## src/hdl/dbsc_params.svh

```systemverilog
`ifndef DBSC_PARAMS_SVH
`define DBSC_PARAMS_SVH
// register byte offsets
`define DBSC_OFS_BRAKE 8'h00
`define DBSC_OFS_MOTOR 8'h04
`define DBSC_OFS_REGEN 8'h08
`define DBSC_OFS_STOP 8'h0c
`define DBSC_OFS_INSEL0 8'h10
`define DBSC_OFS_INSEL1 8'h14
`define DBSC_OFS_OUTSEL 8'h18
`define DBSC_OFS_CTRL 8'h1c
`define DBSC_OFS_STATUS 8'h20
// field positions
`define DBSC_REGEN_LIM_LSB 8
`define DBSC_CTRL_LARGE_BIT 0
`define DBSC_CTRL_FCLR_BIT 1
// reset values
`define DBSC_RST_BRAKE 5'h04
`define DBSC_RST_MOTOR 6'h00
`define DBSC_RST_REGSEL 2'h0
`define DBSC_RST_REGLIM 5'h00
`define DBSC_RST_STOP 14'h270f
`define DBSC_RST_INSEL 7'h00
`define DBSC_RST_OUTSEL 8'h00
// setting codes
`define DBSC_PCT_STD 5'h04
`define DBSC_PCT_CT 5'h02
`define DBSC_PCT_MAX 5'h1e
`define DBSC_DUTY_MAX 5'h1e
`define DBSC_DUTY_SMALL 5'h03
`define DBSC_DUTY_LARGE 5'h02
`define DBSC_REGSEL_MAX 2'h2
`define DBSC_REGSEL_HC 2'h2
`define DBSC_STOP_DECEL_A 14'h270f
`define DBSC_STOP_DECEL_B 14'h22b8
`define DBSC_STOP_TMAX_A 14'h0064
`define DBSC_STOP_B_LO 14'h03e8
`define DBSC_STOP_B_HI 14'h044c
`define DBSC_IN_RUNEN 7'h0a
`define DBSC_IN_OUTSTOP 7'h18
`define DBSC_OUT_ALM_POS 8'h07
`define DBSC_OUT_ALM_NEG 8'h6b
// timing: one second and the clock period, both in nanoseconds
`define DBSC_SEC_NS 1000000000
`define DBSC_CLK_NS 25
`endif

```

## src/hdl/dbsc_pkg.sv

```systemverilog
package dbsc_pkg;
   typedef enum logic [2:0] {
      DBSC_IDLE = 3'b000,
      DBSC_RUN = 3'b001,
      DBSC_DELAY = 3'b010,
      DBSC_DECEL = 3'b011,
      DBSC_COAST = 3'b100
   } dbsc_state_t;
   // conditions that override the selected stop method
   typedef struct packed {
      logic powerFailStop;
      logic panelStop;
      logic commErrStop;
      logic jogMode;
   } dbsc_bypass_t;
   // drive commands towards the modulator
   typedef struct packed {
      logic outputOn;
      logic followFreq;
      logic decelToStop;
      logic reverse;
   } dbsc_cmd_t;
endpackage

```

## src/hdl/dbsc_brake_stop.sv

```systemverilog
// Function
// - large drive: 4% becomes 2% on constant-torque
// - 2% returns to 4% on standard motor
// - braking current held within rated current
// - selection 0 ignores special duty setting
// - selection 0..2, duty 0..30%, default 0
// - selection 2: converter ready coasts, release restarts with search
// - run enable terminal code 10 shuts output
// - alarm at 85% of duty limit
// - overvoltage fault at 100% of limit
// - duty alarm alone never stops output
// - alarm terminal codes 7 high, 107 low
// - 0..100 s: coast after delay, fwd/rev starts
// - 1000..1100: start/direction, delay setting minus 1000
// - 9999 or 8888: decelerate on start release
// - running indication drops with output shutoff
// - bypass conditions override stop method
// - frequency command followed in run and stop delay, not during decel
// - restart from a coast not caused by converter loss uses starting frequency
`include "dbsc_params.svh"
`timescale 1ns/1ps
`default_nettype none
module dbsc_brake_stop
   import dbsc_pkg::*;
#(
   parameter int unsigned SEC_CYCLES = `DBSC_SEC_NS / `DBSC_CLK_NS
) (
   input wire logic clk_sys, // 40 MHz clock
   input wire logic reset, // synchronous, active high
   input wire logic wb_cyc_i, // wishbone cycle
   input wire logic wb_stb_i, // wishbone strobe
   input wire logic wb_we_i, // wishbone write
   input wire logic [7:0] wb_adr_i, // byte address
   input wire logic [3:0] wb_sel_i, // byte lanes
   input wire logic [31:0] wb_dat_i, // write data
   output logic [31:0] wb_dat_o, // read data
   output logic wb_ack_o, // wishbone acknowledge
   input wire logic forward_start_input, // pin, forward / start
   input wire logic reverse_start_input, // pin, reverse / direction
   input wire logic [4:0] terminalIn, // pins, assignable inputs
   input wire logic converter_ready_line_b, // pin, high on supply loss
   input wire dbsc_bypass_t bypass, // stop-method overrides
   input wire logic decelDone, // motor reached zero during decel
   input wire logic [11:0] motorCurrent, // measured output current
   input wire logic [11:0] ratedCurrent, // rated drive current
   input wire logic [9:0] regenDuty, // accumulated duty, 0.1% units
   output dbsc_cmd_t driveCmd, // commands to modulator
   output logic runningOut, // running indication
   output logic startFromBase, // pulse: start at starting_frequency
   output logic speedSearch, // pulse: restart with speed detection
   output logic [4:0] brakeVoltageCmd, // applied brake voltage, %
   output logic brakeCurrentLimit, // brake torque being limited
   output logic regen_overvoltage_fault, // sticky trip
   output logic regen_duty_warning_display, // panel warning
   output logic [1:0] termOut // assignable output terminals
);
   // settings
   logic [4:0] dc_brake_voltage_pct_r;
   logic [5:0] applied_motor_select_r;
   logic [1:0] regen_function_select_r;
   logic [4:0] regen_duty_limit_r;
   logic [13:0] stop_method_select_r;
   logic [34:0] input_terminal_select_r;
   logic [7:0] output_terminal_select_a_r;
   logic [7:0] output_terminal_select_b_r;
   logic largeDrive_r;
   // state
   dbsc_state_t state_r, state_nxt;
   logic [31:0] preCnt_r;
   logic [6:0] secCnt_r;
   logic convLoss_r;
   logic ackReg_r;
   logic [31:0] rdData_r;
   logic [1:0] fwdSync_r, revSync_r, convSync_r;
   logic [4:0] termSync0_r, termSync1_r;
   logic fault_r, alarm_r;
   logic [1:0] termOut_r;
   logic [4:0] brakeCmd_r;
   logic limit_r;
   logic startPulse_r, searchPulse_r;
   dbsc_cmd_t cmd_r;
   logic running_r;
   // pin synchronisers, first stage read only by second
   always_ff @(posedge clk_sys) begin
      if (reset) begin
         fwdSync_r <= 2'h0;
         revSync_r <= 2'h0;
         convSync_r <= 2'h0;
         termSync0_r <= 5'h00;
         termSync1_r <= 5'h00;
      end else begin
         fwdSync_r <= {fwdSync_r[0], forward_start_input};
         revSync_r <= {revSync_r[0], reverse_start_input};
         convSync_r <= {convSync_r[0], converter_ready_line_b};
         termSync0_r <= terminalIn;
         termSync1_r <= termSync0_r;
      end
   end
   wire logic fwdIn = fwdSync_r[1];
   wire logic revIn = revSync_r[1];
   // bus decode
   wire logic busReq = wb_cyc_i & wb_stb_i & ~ackReg_r;
   wire logic wrReq = busReq & wb_we_i;
   wire logic selBrake = wb_adr_i == `DBSC_OFS_BRAKE;
   wire logic selMotor = wb_adr_i == `DBSC_OFS_MOTOR;
   wire logic selRegen = wb_adr_i == `DBSC_OFS_REGEN;
   wire logic selStop = wb_adr_i == `DBSC_OFS_STOP;
   wire logic selIn0 = wb_adr_i == `DBSC_OFS_INSEL0;
   wire logic selIn1 = wb_adr_i == `DBSC_OFS_INSEL1;
   wire logic selOut = wb_adr_i == `DBSC_OFS_OUTSEL;
   wire logic selCtrl = wb_adr_i == `DBSC_OFS_CTRL;
   wire logic selStat = wb_adr_i == `DBSC_OFS_STATUS;
   wire logic [4:0] wrPct = wb_dat_i[4:0];
   wire logic [5:0] wrMotor = wb_dat_i[5:0];
   wire logic [1:0] wrRegSel = wb_dat_i[1:0];
   wire logic [4:0] wrRegLim = wb_dat_i[`DBSC_REGEN_LIM_LSB +: 5];
   wire logic [13:0] wrStop = wb_dat_i[13:0];
   wire logic fltClear = wrReq & selCtrl & wb_sel_i[0] & wb_dat_i[`DBSC_CTRL_FCLR_BIT];
   // motor class of old and new applied motor codes
   function automatic logic isStd(input logic [5:0] c);
      isStd = (c == 6'd0) | (c == 6'd3) | (c == 6'd23) | (c == 6'd40) | (c == 6'd43);
   endfunction
   function automatic logic isCt(input logic [5:0] c);
      isCt = (c == 6'd1) | (c == 6'd13) | (c == 6'd50) | (c == 6'd53);
   endfunction
   wire logic motorWr = wrReq & selMotor & wb_sel_i[0];
   wire logic toCt = motorWr & largeDrive_r & isStd(applied_motor_select_r) & isCt(wrMotor)
      & (dc_brake_voltage_pct_r == `DBSC_PCT_STD);
   wire logic toStd = motorWr & isCt(applied_motor_select_r) & isStd(wrMotor)
      & (dc_brake_voltage_pct_r == `DBSC_PCT_CT);
   // stop setting validity; out-of-range writes are dropped
   wire logic stopA = wrStop <= `DBSC_STOP_TMAX_A;
   wire logic stopB = (wrStop >= `DBSC_STOP_B_LO) & (wrStop <= `DBSC_STOP_B_HI);
   wire logic stopOk = stopA | stopB | (wrStop == `DBSC_STOP_DECEL_A) | (wrStop == `DBSC_STOP_DECEL_B);
   // setting registers
   always_ff @(posedge clk_sys) begin
      if (reset) begin
         dc_brake_voltage_pct_r <= `DBSC_RST_BRAKE;
         applied_motor_select_r <= `DBSC_RST_MOTOR;
         regen_function_select_r <= `DBSC_RST_REGSEL;
         regen_duty_limit_r <= `DBSC_RST_REGLIM;
         stop_method_select_r <= `DBSC_RST_STOP;
         input_terminal_select_r <= {5{`DBSC_RST_INSEL}};
         output_terminal_select_a_r <= `DBSC_RST_OUTSEL;
         output_terminal_select_b_r <= `DBSC_RST_OUTSEL;
         largeDrive_r <= 1'b0;
      end else begin
         if (toCt) begin
            dc_brake_voltage_pct_r <= `DBSC_PCT_CT;
         end else if (toStd) begin
            dc_brake_voltage_pct_r <= `DBSC_PCT_STD;
         end else if (wrReq & selBrake & wb_sel_i[0] & (wrPct <= `DBSC_PCT_MAX)) begin
            dc_brake_voltage_pct_r <= wrPct;
         end
         if (motorWr) begin
            applied_motor_select_r <= wrMotor;
         end
         if (wrReq & selRegen & wb_sel_i[0] & (wrRegSel <= `DBSC_REGSEL_MAX)) begin
            regen_function_select_r <= wrRegSel;
         end
         if (wrReq & selRegen & wb_sel_i[1] & (wrRegLim <= `DBSC_DUTY_MAX)) begin
            regen_duty_limit_r <= wrRegLim;
         end
         if (wrReq & selStop & (&wb_sel_i[1:0]) & stopOk) begin
            stop_method_select_r <= wrStop;
         end
         for (int i = 0; i < 4; i++) begin
            if (wrReq & selIn0 & wb_sel_i[i]) begin
               input_terminal_select_r[7*i +: 7] <= wb_dat_i[8*i +: 7];
            end
         end
         if (wrReq & selIn1 & wb_sel_i[0]) begin
            input_terminal_select_r[34:28] <= wb_dat_i[6:0];
         end
         if (wrReq & selOut & wb_sel_i[0]) begin
            output_terminal_select_a_r <= wb_dat_i[7:0];
         end
         if (wrReq & selOut & wb_sel_i[1]) begin
            output_terminal_select_b_r <= wb_dat_i[15:8];
         end
         if (wrReq & selCtrl & wb_sel_i[0]) begin
            largeDrive_r <= wb_dat_i[`DBSC_CTRL_LARGE_BIT];
         end
      end
   end
   // assignable input terminals: run enable and output stop
   logic [4:0] isRunEn, isOutStop;
   genvar g;
   generate
      for (g = 0; g < 5; g++) begin : gTerm
         assign isRunEn[g] = input_terminal_select_r[7*g +: 7] == `DBSC_IN_RUNEN;
         assign isOutStop[g] = input_terminal_select_r[7*g +: 7] == `DBSC_IN_OUTSTOP;
      end
   endgenerate
   wire logic runEnOff = |(isRunEn & ~termSync1_r);
   wire logic outStopOn = |(isOutStop & termSync1_r);
   wire logic convIn = (regen_function_select_r == `DBSC_REGSEL_HC) & convSync_r[1];
   wire logic inhibit = runEnOff | outStopOn | convIn | fault_r;
   // duty limit in force; selection 0 uses the fixed drive duty
   wire logic [4:0] limitEff = (regen_function_select_r == 2'h0)
      ? (largeDrive_r ? `DBSC_DUTY_LARGE : `DBSC_DUTY_SMALL) : regen_duty_limit_r;
   wire logic [11:0] duty2 = {1'b0, regenDuty, 1'b0};
   wire logic [11:0] lim85 = 12'(limitEff * 5'd17);
   wire logic [10:0] lim100 = 11'(limitEff * 4'd10);
   wire logic limSet = limitEff != 5'h00;
   wire logic alarmNow = limSet & (duty2 >= lim85);
   wire logic faultNow = limSet & ({1'b0, regenDuty} >= lim100);
   // start decoding per stop method; 9999 lies above the timed range and keeps separate starts
   wire logic modeB = (stop_method_select_r == `DBSC_STOP_DECEL_B)
      | ((stop_method_select_r >= `DBSC_STOP_B_LO) & (stop_method_select_r <= `DBSC_STOP_B_HI));
   wire logic decelSel = (stop_method_select_r == `DBSC_STOP_DECEL_A)
      | (stop_method_select_r == `DBSC_STOP_DECEL_B);
   wire logic startOn = modeB ? fwdIn : (fwdIn ^ revIn);
   wire logic bypassAny = |bypass;
   wire logic [13:0] delayRaw = modeB ? (stop_method_select_r - `DBSC_STOP_B_LO) : stop_method_select_r;
   wire logic [6:0] delaySec = delayRaw[6:0];
   wire logic secTick = preCnt_r == 32'(SEC_CYCLES - 1);
   wire logic expired = secCnt_r == delaySec;
   // stop sequencing
   always_comb begin
      state_nxt = state_r;
      unique case (state_r)
         DBSC_IDLE: begin
            if (startOn & ~inhibit) begin
               state_nxt = DBSC_RUN;
            end
         end
         DBSC_RUN: begin
            if (inhibit) begin
               state_nxt = DBSC_COAST;
            end else if (~startOn) begin
               state_nxt = (decelSel | bypassAny) ? DBSC_DECEL : DBSC_DELAY;
            end
         end
         DBSC_DELAY: begin
            if (inhibit | expired) begin
               state_nxt = DBSC_COAST;
            end else if (startOn) begin
               state_nxt = DBSC_RUN;
            end else if (bypassAny) begin
               state_nxt = DBSC_DECEL;
            end
         end
         DBSC_DECEL: begin
            if (inhibit) begin
               state_nxt = DBSC_COAST;
            end else if (startOn) begin
               state_nxt = DBSC_RUN;
            end else if (decelDone) begin
               state_nxt = DBSC_IDLE;
            end
         end
         DBSC_COAST: begin
            if (startOn & ~inhibit) begin
               state_nxt = DBSC_RUN;
            end
         end
         default: begin
            state_nxt = DBSC_IDLE;
         end
      endcase
   end
   wire logic outOnNxt = (state_nxt == DBSC_RUN) | (state_nxt == DBSC_DELAY) | (state_nxt == DBSC_DECEL);
   wire logic enterRun = (state_nxt == DBSC_RUN) & (state_r != DBSC_RUN) & (state_r != DBSC_DELAY)
      & (state_r != DBSC_DECEL);

   // state, stop timer and drive commands
   always_ff @(posedge clk_sys) begin
      if (reset) begin
         state_r <= DBSC_IDLE;
         preCnt_r <= 32'h0;
         secCnt_r <= 7'h00;
         convLoss_r <= 1'b0;
         cmd_r <= '0;
         running_r <= 1'b0;
         startPulse_r <= 1'b0;
         searchPulse_r <= 1'b0;
      end else begin
         state_r <= state_nxt;
         if (state_r != DBSC_DELAY) begin
            preCnt_r <= 32'h0;
            secCnt_r <= 7'h00;
         end else if (secTick) begin
            preCnt_r <= 32'h0;
            secCnt_r <= secCnt_r + 7'h01;
         end else begin
            preCnt_r <= preCnt_r + 32'h1;
         end
         if (convIn & (state_r != DBSC_IDLE)) begin
            convLoss_r <= 1'b1;
         end else if (enterRun | (state_r == DBSC_IDLE)) begin
            convLoss_r <= 1'b0;
         end
         cmd_r.outputOn <= outOnNxt;
         cmd_r.followFreq <= (state_nxt == DBSC_RUN) | (state_nxt == DBSC_DELAY);
         cmd_r.decelToStop <= state_nxt == DBSC_DECEL;
         if (startOn) begin
            cmd_r.reverse <= revIn;
         end
         running_r <= outOnNxt;
         startPulse_r <= enterRun & ~convLoss_r;
         searchPulse_r <= enterRun & convLoss_r;
      end
   end

   // duty alarm, fault, brake voltage and output terminals
   always_ff @(posedge clk_sys) begin
      if (reset) begin
         fault_r <= 1'b0;
         alarm_r <= 1'b0;
         termOut_r <= 2'h0;
         brakeCmd_r <= 5'h00;
         limit_r <= 1'b0;
      end else begin
         if (faultNow) begin
            fault_r <= 1'b1;
         end else if (fltClear) begin
            fault_r <= 1'b0;
         end
         alarm_r <= alarmNow;
         termOut_r[0] <= (output_terminal_select_a_r == `DBSC_OUT_ALM_POS) ? alarmNow
            : ((output_terminal_select_a_r == `DBSC_OUT_ALM_NEG) & ~alarmNow);
         termOut_r[1] <= (output_terminal_select_b_r == `DBSC_OUT_ALM_POS) ? alarmNow
            : ((output_terminal_select_b_r == `DBSC_OUT_ALM_NEG) & ~alarmNow);
         limit_r <= motorCurrent >= ratedCurrent;
         brakeCmd_r <= (motorCurrent >= ratedCurrent) ? 5'h00 : dc_brake_voltage_pct_r;
      end
   end

   // read data and acknowledge, one cycle after request
   wire logic [31:0] statWord = {24'h0, running_r, alarm_r, fault_r, convLoss_r, 1'b0, state_r};
   wire logic [31:0] rdMux =
      selBrake ? {27'h0, dc_brake_voltage_pct_r} :
      selMotor ? {26'h0, applied_motor_select_r} :
      selRegen ? {19'h0, regen_duty_limit_r, 6'h0, regen_function_select_r} :
      selStop ? {18'h0, stop_method_select_r} :
      selIn0 ? {1'b0, input_terminal_select_r[27:21], 1'b0, input_terminal_select_r[20:14],
                1'b0, input_terminal_select_r[13:7], 1'b0, input_terminal_select_r[6:0]} :
      selIn1 ? {25'h0, input_terminal_select_r[34:28]} :
      selOut ? {16'h0, output_terminal_select_b_r, output_terminal_select_a_r} :
      selCtrl ? {31'h0, largeDrive_r} :
      selStat ? statWord : 32'h0;
   always_ff @(posedge clk_sys) begin
      if (reset) begin
         ackReg_r <= 1'b0;
         rdData_r <= 32'h0;
      end else begin
         ackReg_r <= busReq;
         rdData_r <= (busReq & ~wb_we_i) ? rdMux : 32'h0;
      end
   end

   assign wb_ack_o = ackReg_r;
   assign wb_dat_o = rdData_r;
   assign driveCmd = cmd_r;
   assign runningOut = running_r;
   assign startFromBase = startPulse_r;
   assign speedSearch = searchPulse_r;
   assign brakeVoltageCmd = brakeCmd_r;
   assign brakeCurrentLimit = limit_r;
   assign regen_overvoltage_fault = fault_r;
   assign regen_duty_warning_display = alarm_r & (regen_function_select_r != 2'h0);
   assign termOut = termOut_r;
endmodule
`default_nettype wire

```

## config.mk

```make
export PLATFORM = sky130hd
export DESIGN_NAME = dbsc_brake_stop
export DESIGN_NICKNAME = d
export VERILOG_FILES = /design/src/hdl/dbsc_pkg.sv /design/src/hdl/dbsc_brake_stop.sv
export VERILOG_INCLUDE_DIRS = /design/src /design/src/hdl
export SDC_FILE = /design/constraint.sdc
export NUM_CORES = 1
export LEC_CHECK = 0
export ABC_CLOCK_PERIOD_IN_PS = 3600
export BUFFER_PORTS_ARGS = -buffer_cell sky130_fd_sc_hd__buf_2
export CORE_UTILIZATION = 57
export DETAILED_ROUTE_END_ITERATION = 8
export PLACE_DENSITY = 0.8
export SYNTH_ARGS = -nofsm -noshare
export SYNTH_HDL_FRONTEND = slang
export SYNTH_SLANG_ARGS = --single-unit
```

## constraint.sdc

```tcl
create_clock -name clk_sys -period 3.6 [get_ports clk_sys]
set_input_delay 0.36 -clock clk_sys [delete_from_list [all_inputs] [get_ports clk_sys]]
set_output_delay 0.36 -clock clk_sys [all_outputs]
set_load 0.02 [all_outputs]
```

==> impl_metrics.toml <==
[status]
status = "finished, final reports clean"

[placement]
dp_hpwl_um = 16700
io_buffers = 141
routabilityCongestion = 0.940
placed_area_sq_um = 10100

[yosys]
synth_common_cells = "dfxtp_1, nand2_1, nor2_1"
synth-edff-count = 0
yosys.cell_types.count = 83
ys_warn_count = 0
synth.yosys.seq_area_share_pct = 40.8
synth_area_sq_um = 9310
synth_most_common_cell = "dfxtp_1"
syn_inst = 1094
yosysTopAreaCell = "dfxtp_1"
ys.flop_type = "dfxtp_1"
synth.avg_cell_area_sq_um = 8.51
async_reset_ff_share_pct = 0
ys_ff_latch = 190
yosys.area.top_type_share_pct = 40.8
synth_top_cells_by_area = "dfxtp_1, nand2_1, ha_1, nor2_1, mux2i_1"

[grt]
grt_pass1_vias = 7695
antenna_found_initial = 0
grt_pass1_wl_um = 37300
grt_max_degree = 72
grt_usage_pct = 28.4
gr-total-overflow = 0

[clock_network]
cts_setup_buffers = 0
holdBufCountCts = 0
h-tree-depth = 4
cts_root_buf = "clkbuf_16"
cts_buffers = 17
cts_sinks = 190
clk-insertion-delay-late_ps = 440
cts_resized = 0
clock_path_buffers = 2
cts_tree = "yes"
clk_pin_slew_ps = 80

[timing]
relSlewSlack_pct = 40.5
skew_ps = 12.1
maxSlewViolCount = 0
max_freq_ghz = 0.327
rsz0062_at_grt = "no"
setup_viol = 0
tightest_slew_ps = 886
fin_crit_ps = 3060
tns_ps = 0
fin_crit_sh_pct = 84.9
hold_viol_final = 0

[worst_setup_path]
crit_end = "termOut[0]"
cp_common_cell = "ha_1"
cp.required_ps = 3940
crit_start = "regen_function_select_r[1]"
cp_slowest_cell = "dfxtp_1"
rr_worst_depth = 14
path_cells = "or2_1 > o21ai_0 > buf_4 > ha_1 > ha_1 > ha_1 > xnor2_1 > ha_1 > o21a_1 > o21ai_0 > a21oi_1 > o21a_1 > mux2i_1 > nor3_1"
crit_fanout = 8
worst_path_largest_cell_delay_ps = 400
worstSetupPathType = "flop to flop"
r2r-start = "regen_function_select_r[1]"
rrSetupSlack_ps = 540
cp-start-kind = "flop"
cp-end-kind = "flop"
rr_endpoint = "termOut[0]"
crit_arrival_ps = 3400

[final_layout]
design_area_sq_um = 10800
seq_area_sq_um = 3800
fillerInstances = 1356
multi_input_area_sq_um = 5140
final_layout_size_suffix_gt1_share_pct = 16.8
diodes = 0
fin_nets = 1354
area_delta_synth_final_pct = 15.7

[routing]
drc = 0
first_iter_violations = 775
totalWireLength_um = 23300
viasPerCell = 5.78
drt_first_pass_iters = 6
ant_nets = 0
num_vias = 8349
routedWlPerCell_um = 16.1

[die]
chipWidth_um = 130
dieArea_sq_um = 16900
core_region_area_sq_um = 15900
start_util_pct = 58.4
die_h_um = 130
num_io_pins = 146
fp-row-count = 46

[min_path]
holdPathStages = 2
hold_class = "input pin to flop"

[run]
maxCapViolations = 0

[pwr]
finalPower_mw = 4.38
ir_worst_vdd_v = 0.000317
p_leak_nw = 4.27
powerDensity_nw_per_um2 = 406
[critical path, delay by kind of cell (launching register included)]
kind,cells,cell delay [ps]
DFF,1,400
adders and majority gates,4,870
muxes,1,250
xor gates and xnor gates,1,140
AOI/OAI and AO/OA,5,820
buffers and inverters,1,160
and+or+nand+nor,2,330
[worst min path at each step]
stage | to | startpoint | slack [ps]
after global placement | convSync_r[1] | convSync_r[0] | 420
after global routing | termSync0_r[1] | terminalIn[1] | 120
after floorplan | convSync_r[1] | convSync_r[0] | 410
after detailed placement | termSync1_r[4] | termSync0_r[4] | 430
final | termSync0_r[1] | terminalIn[1] | 120
after CTS | termSync0_r[1] | terminalIn[1] | 120
[state kept, by name, summed over array words and instances (netlist names), 5 cells and up]
signal,flops
input_terminal_select_r,35
preCnt_r,32
dc_brake_voltage_pct_r,5
output_terminal_select_b_r,8
output_terminal_select_a_r,8
applied_motor_select_r,6
wb_dat_o,30
brakeVoltageCmd,5
termSync1_r,5
termSync0_r,5
secCnt_r,7
regen_duty_limit_r,5
stop_method_select_r,14
[area by class of cell]
cell class / instances / share of cell area, %
Multi-Input combinational cell: 816 / 47.7
Sequential cell: 190 / 35.3
Timing Repair Buffer: 149 / 7.13
Clock buffer: 17 / 3.95
Tap cell: 216 / 2.51
Clock inverter: 15 / 1.96
Inverter: 42 / 1.46
[where the power goes]
group	internal, mW	switching [mW]	leakage [nW]
Clock	1.07	0.921	0.310
Sequential	2.12	0.0132	1.54
Combinational	0.0985	0.157	2.42
Total	3.29	1.09	4.27
[routing by layer]
layer  routed length, um  share of wire, %  global-route usage (%)  vias to the layer above
li1                    -                 -                       -                     4057
met1                9810                42                    36.3                     3799
met2               10500                45                    45.3                      417
met3                2140               9.2                    6.85                       76
met4                 876               3.8                    13.7                        0
met5                   0                 0                       0                        -
[cells by family (layout without fill, tap and decap cells)]
group | count (synthesis) | count (layout) | synth area share [%]
AND/OR/NAND/NOR | 498 | 498 | 27.4
flip-flops | 190 | 190 | 40.8
AO/OA/AOI/OAI | 184 | 184 | 12.8
buffers and inverters | 89 | 223 | 4.06
XOR/XNOR | 47 | 47 | 4.42
multiplexers | 43 | 43 | 4.63
adder cells (fa/ha/maj) | 42 | 42 | 5.72
other | 1 | 2 | 0.0403
[stage by stage]
| step | hold WS, ps | setup slack (ps) | util (%) | cells |
|---|---|---|---|---|
| 3_5_place_dp | 426 | 632 | 63.6 | 1413 |
| 5_1_grt | 119 | 409 | 67.6 | 1445 |
| 4_1_cts | 119 | 605 | 67.6 | 1445 |
| 2_1_floorplan | 414 | 886 | - | 1095 |
| 6_report | 123 | 542 | 67.6 | 1445 |
| 3_3_place_gp | 417 | 692 | 63.6 | 1413 |
[cell usage in the layout, fill, tap and decap left out, types with 31 or more instances in the layout]
cell type	netlist	final
dfxtp_1	190	190
nand2_1	149	149
buf_2	8	140
nor2_1	118	118
a21oi_1	63	63
mux2i_1	42	42
inv_1	41	41
ha_1	41	41
o21ai_0	35	35
nand3_1	31	31
Power figures use the tool's default switching activity.
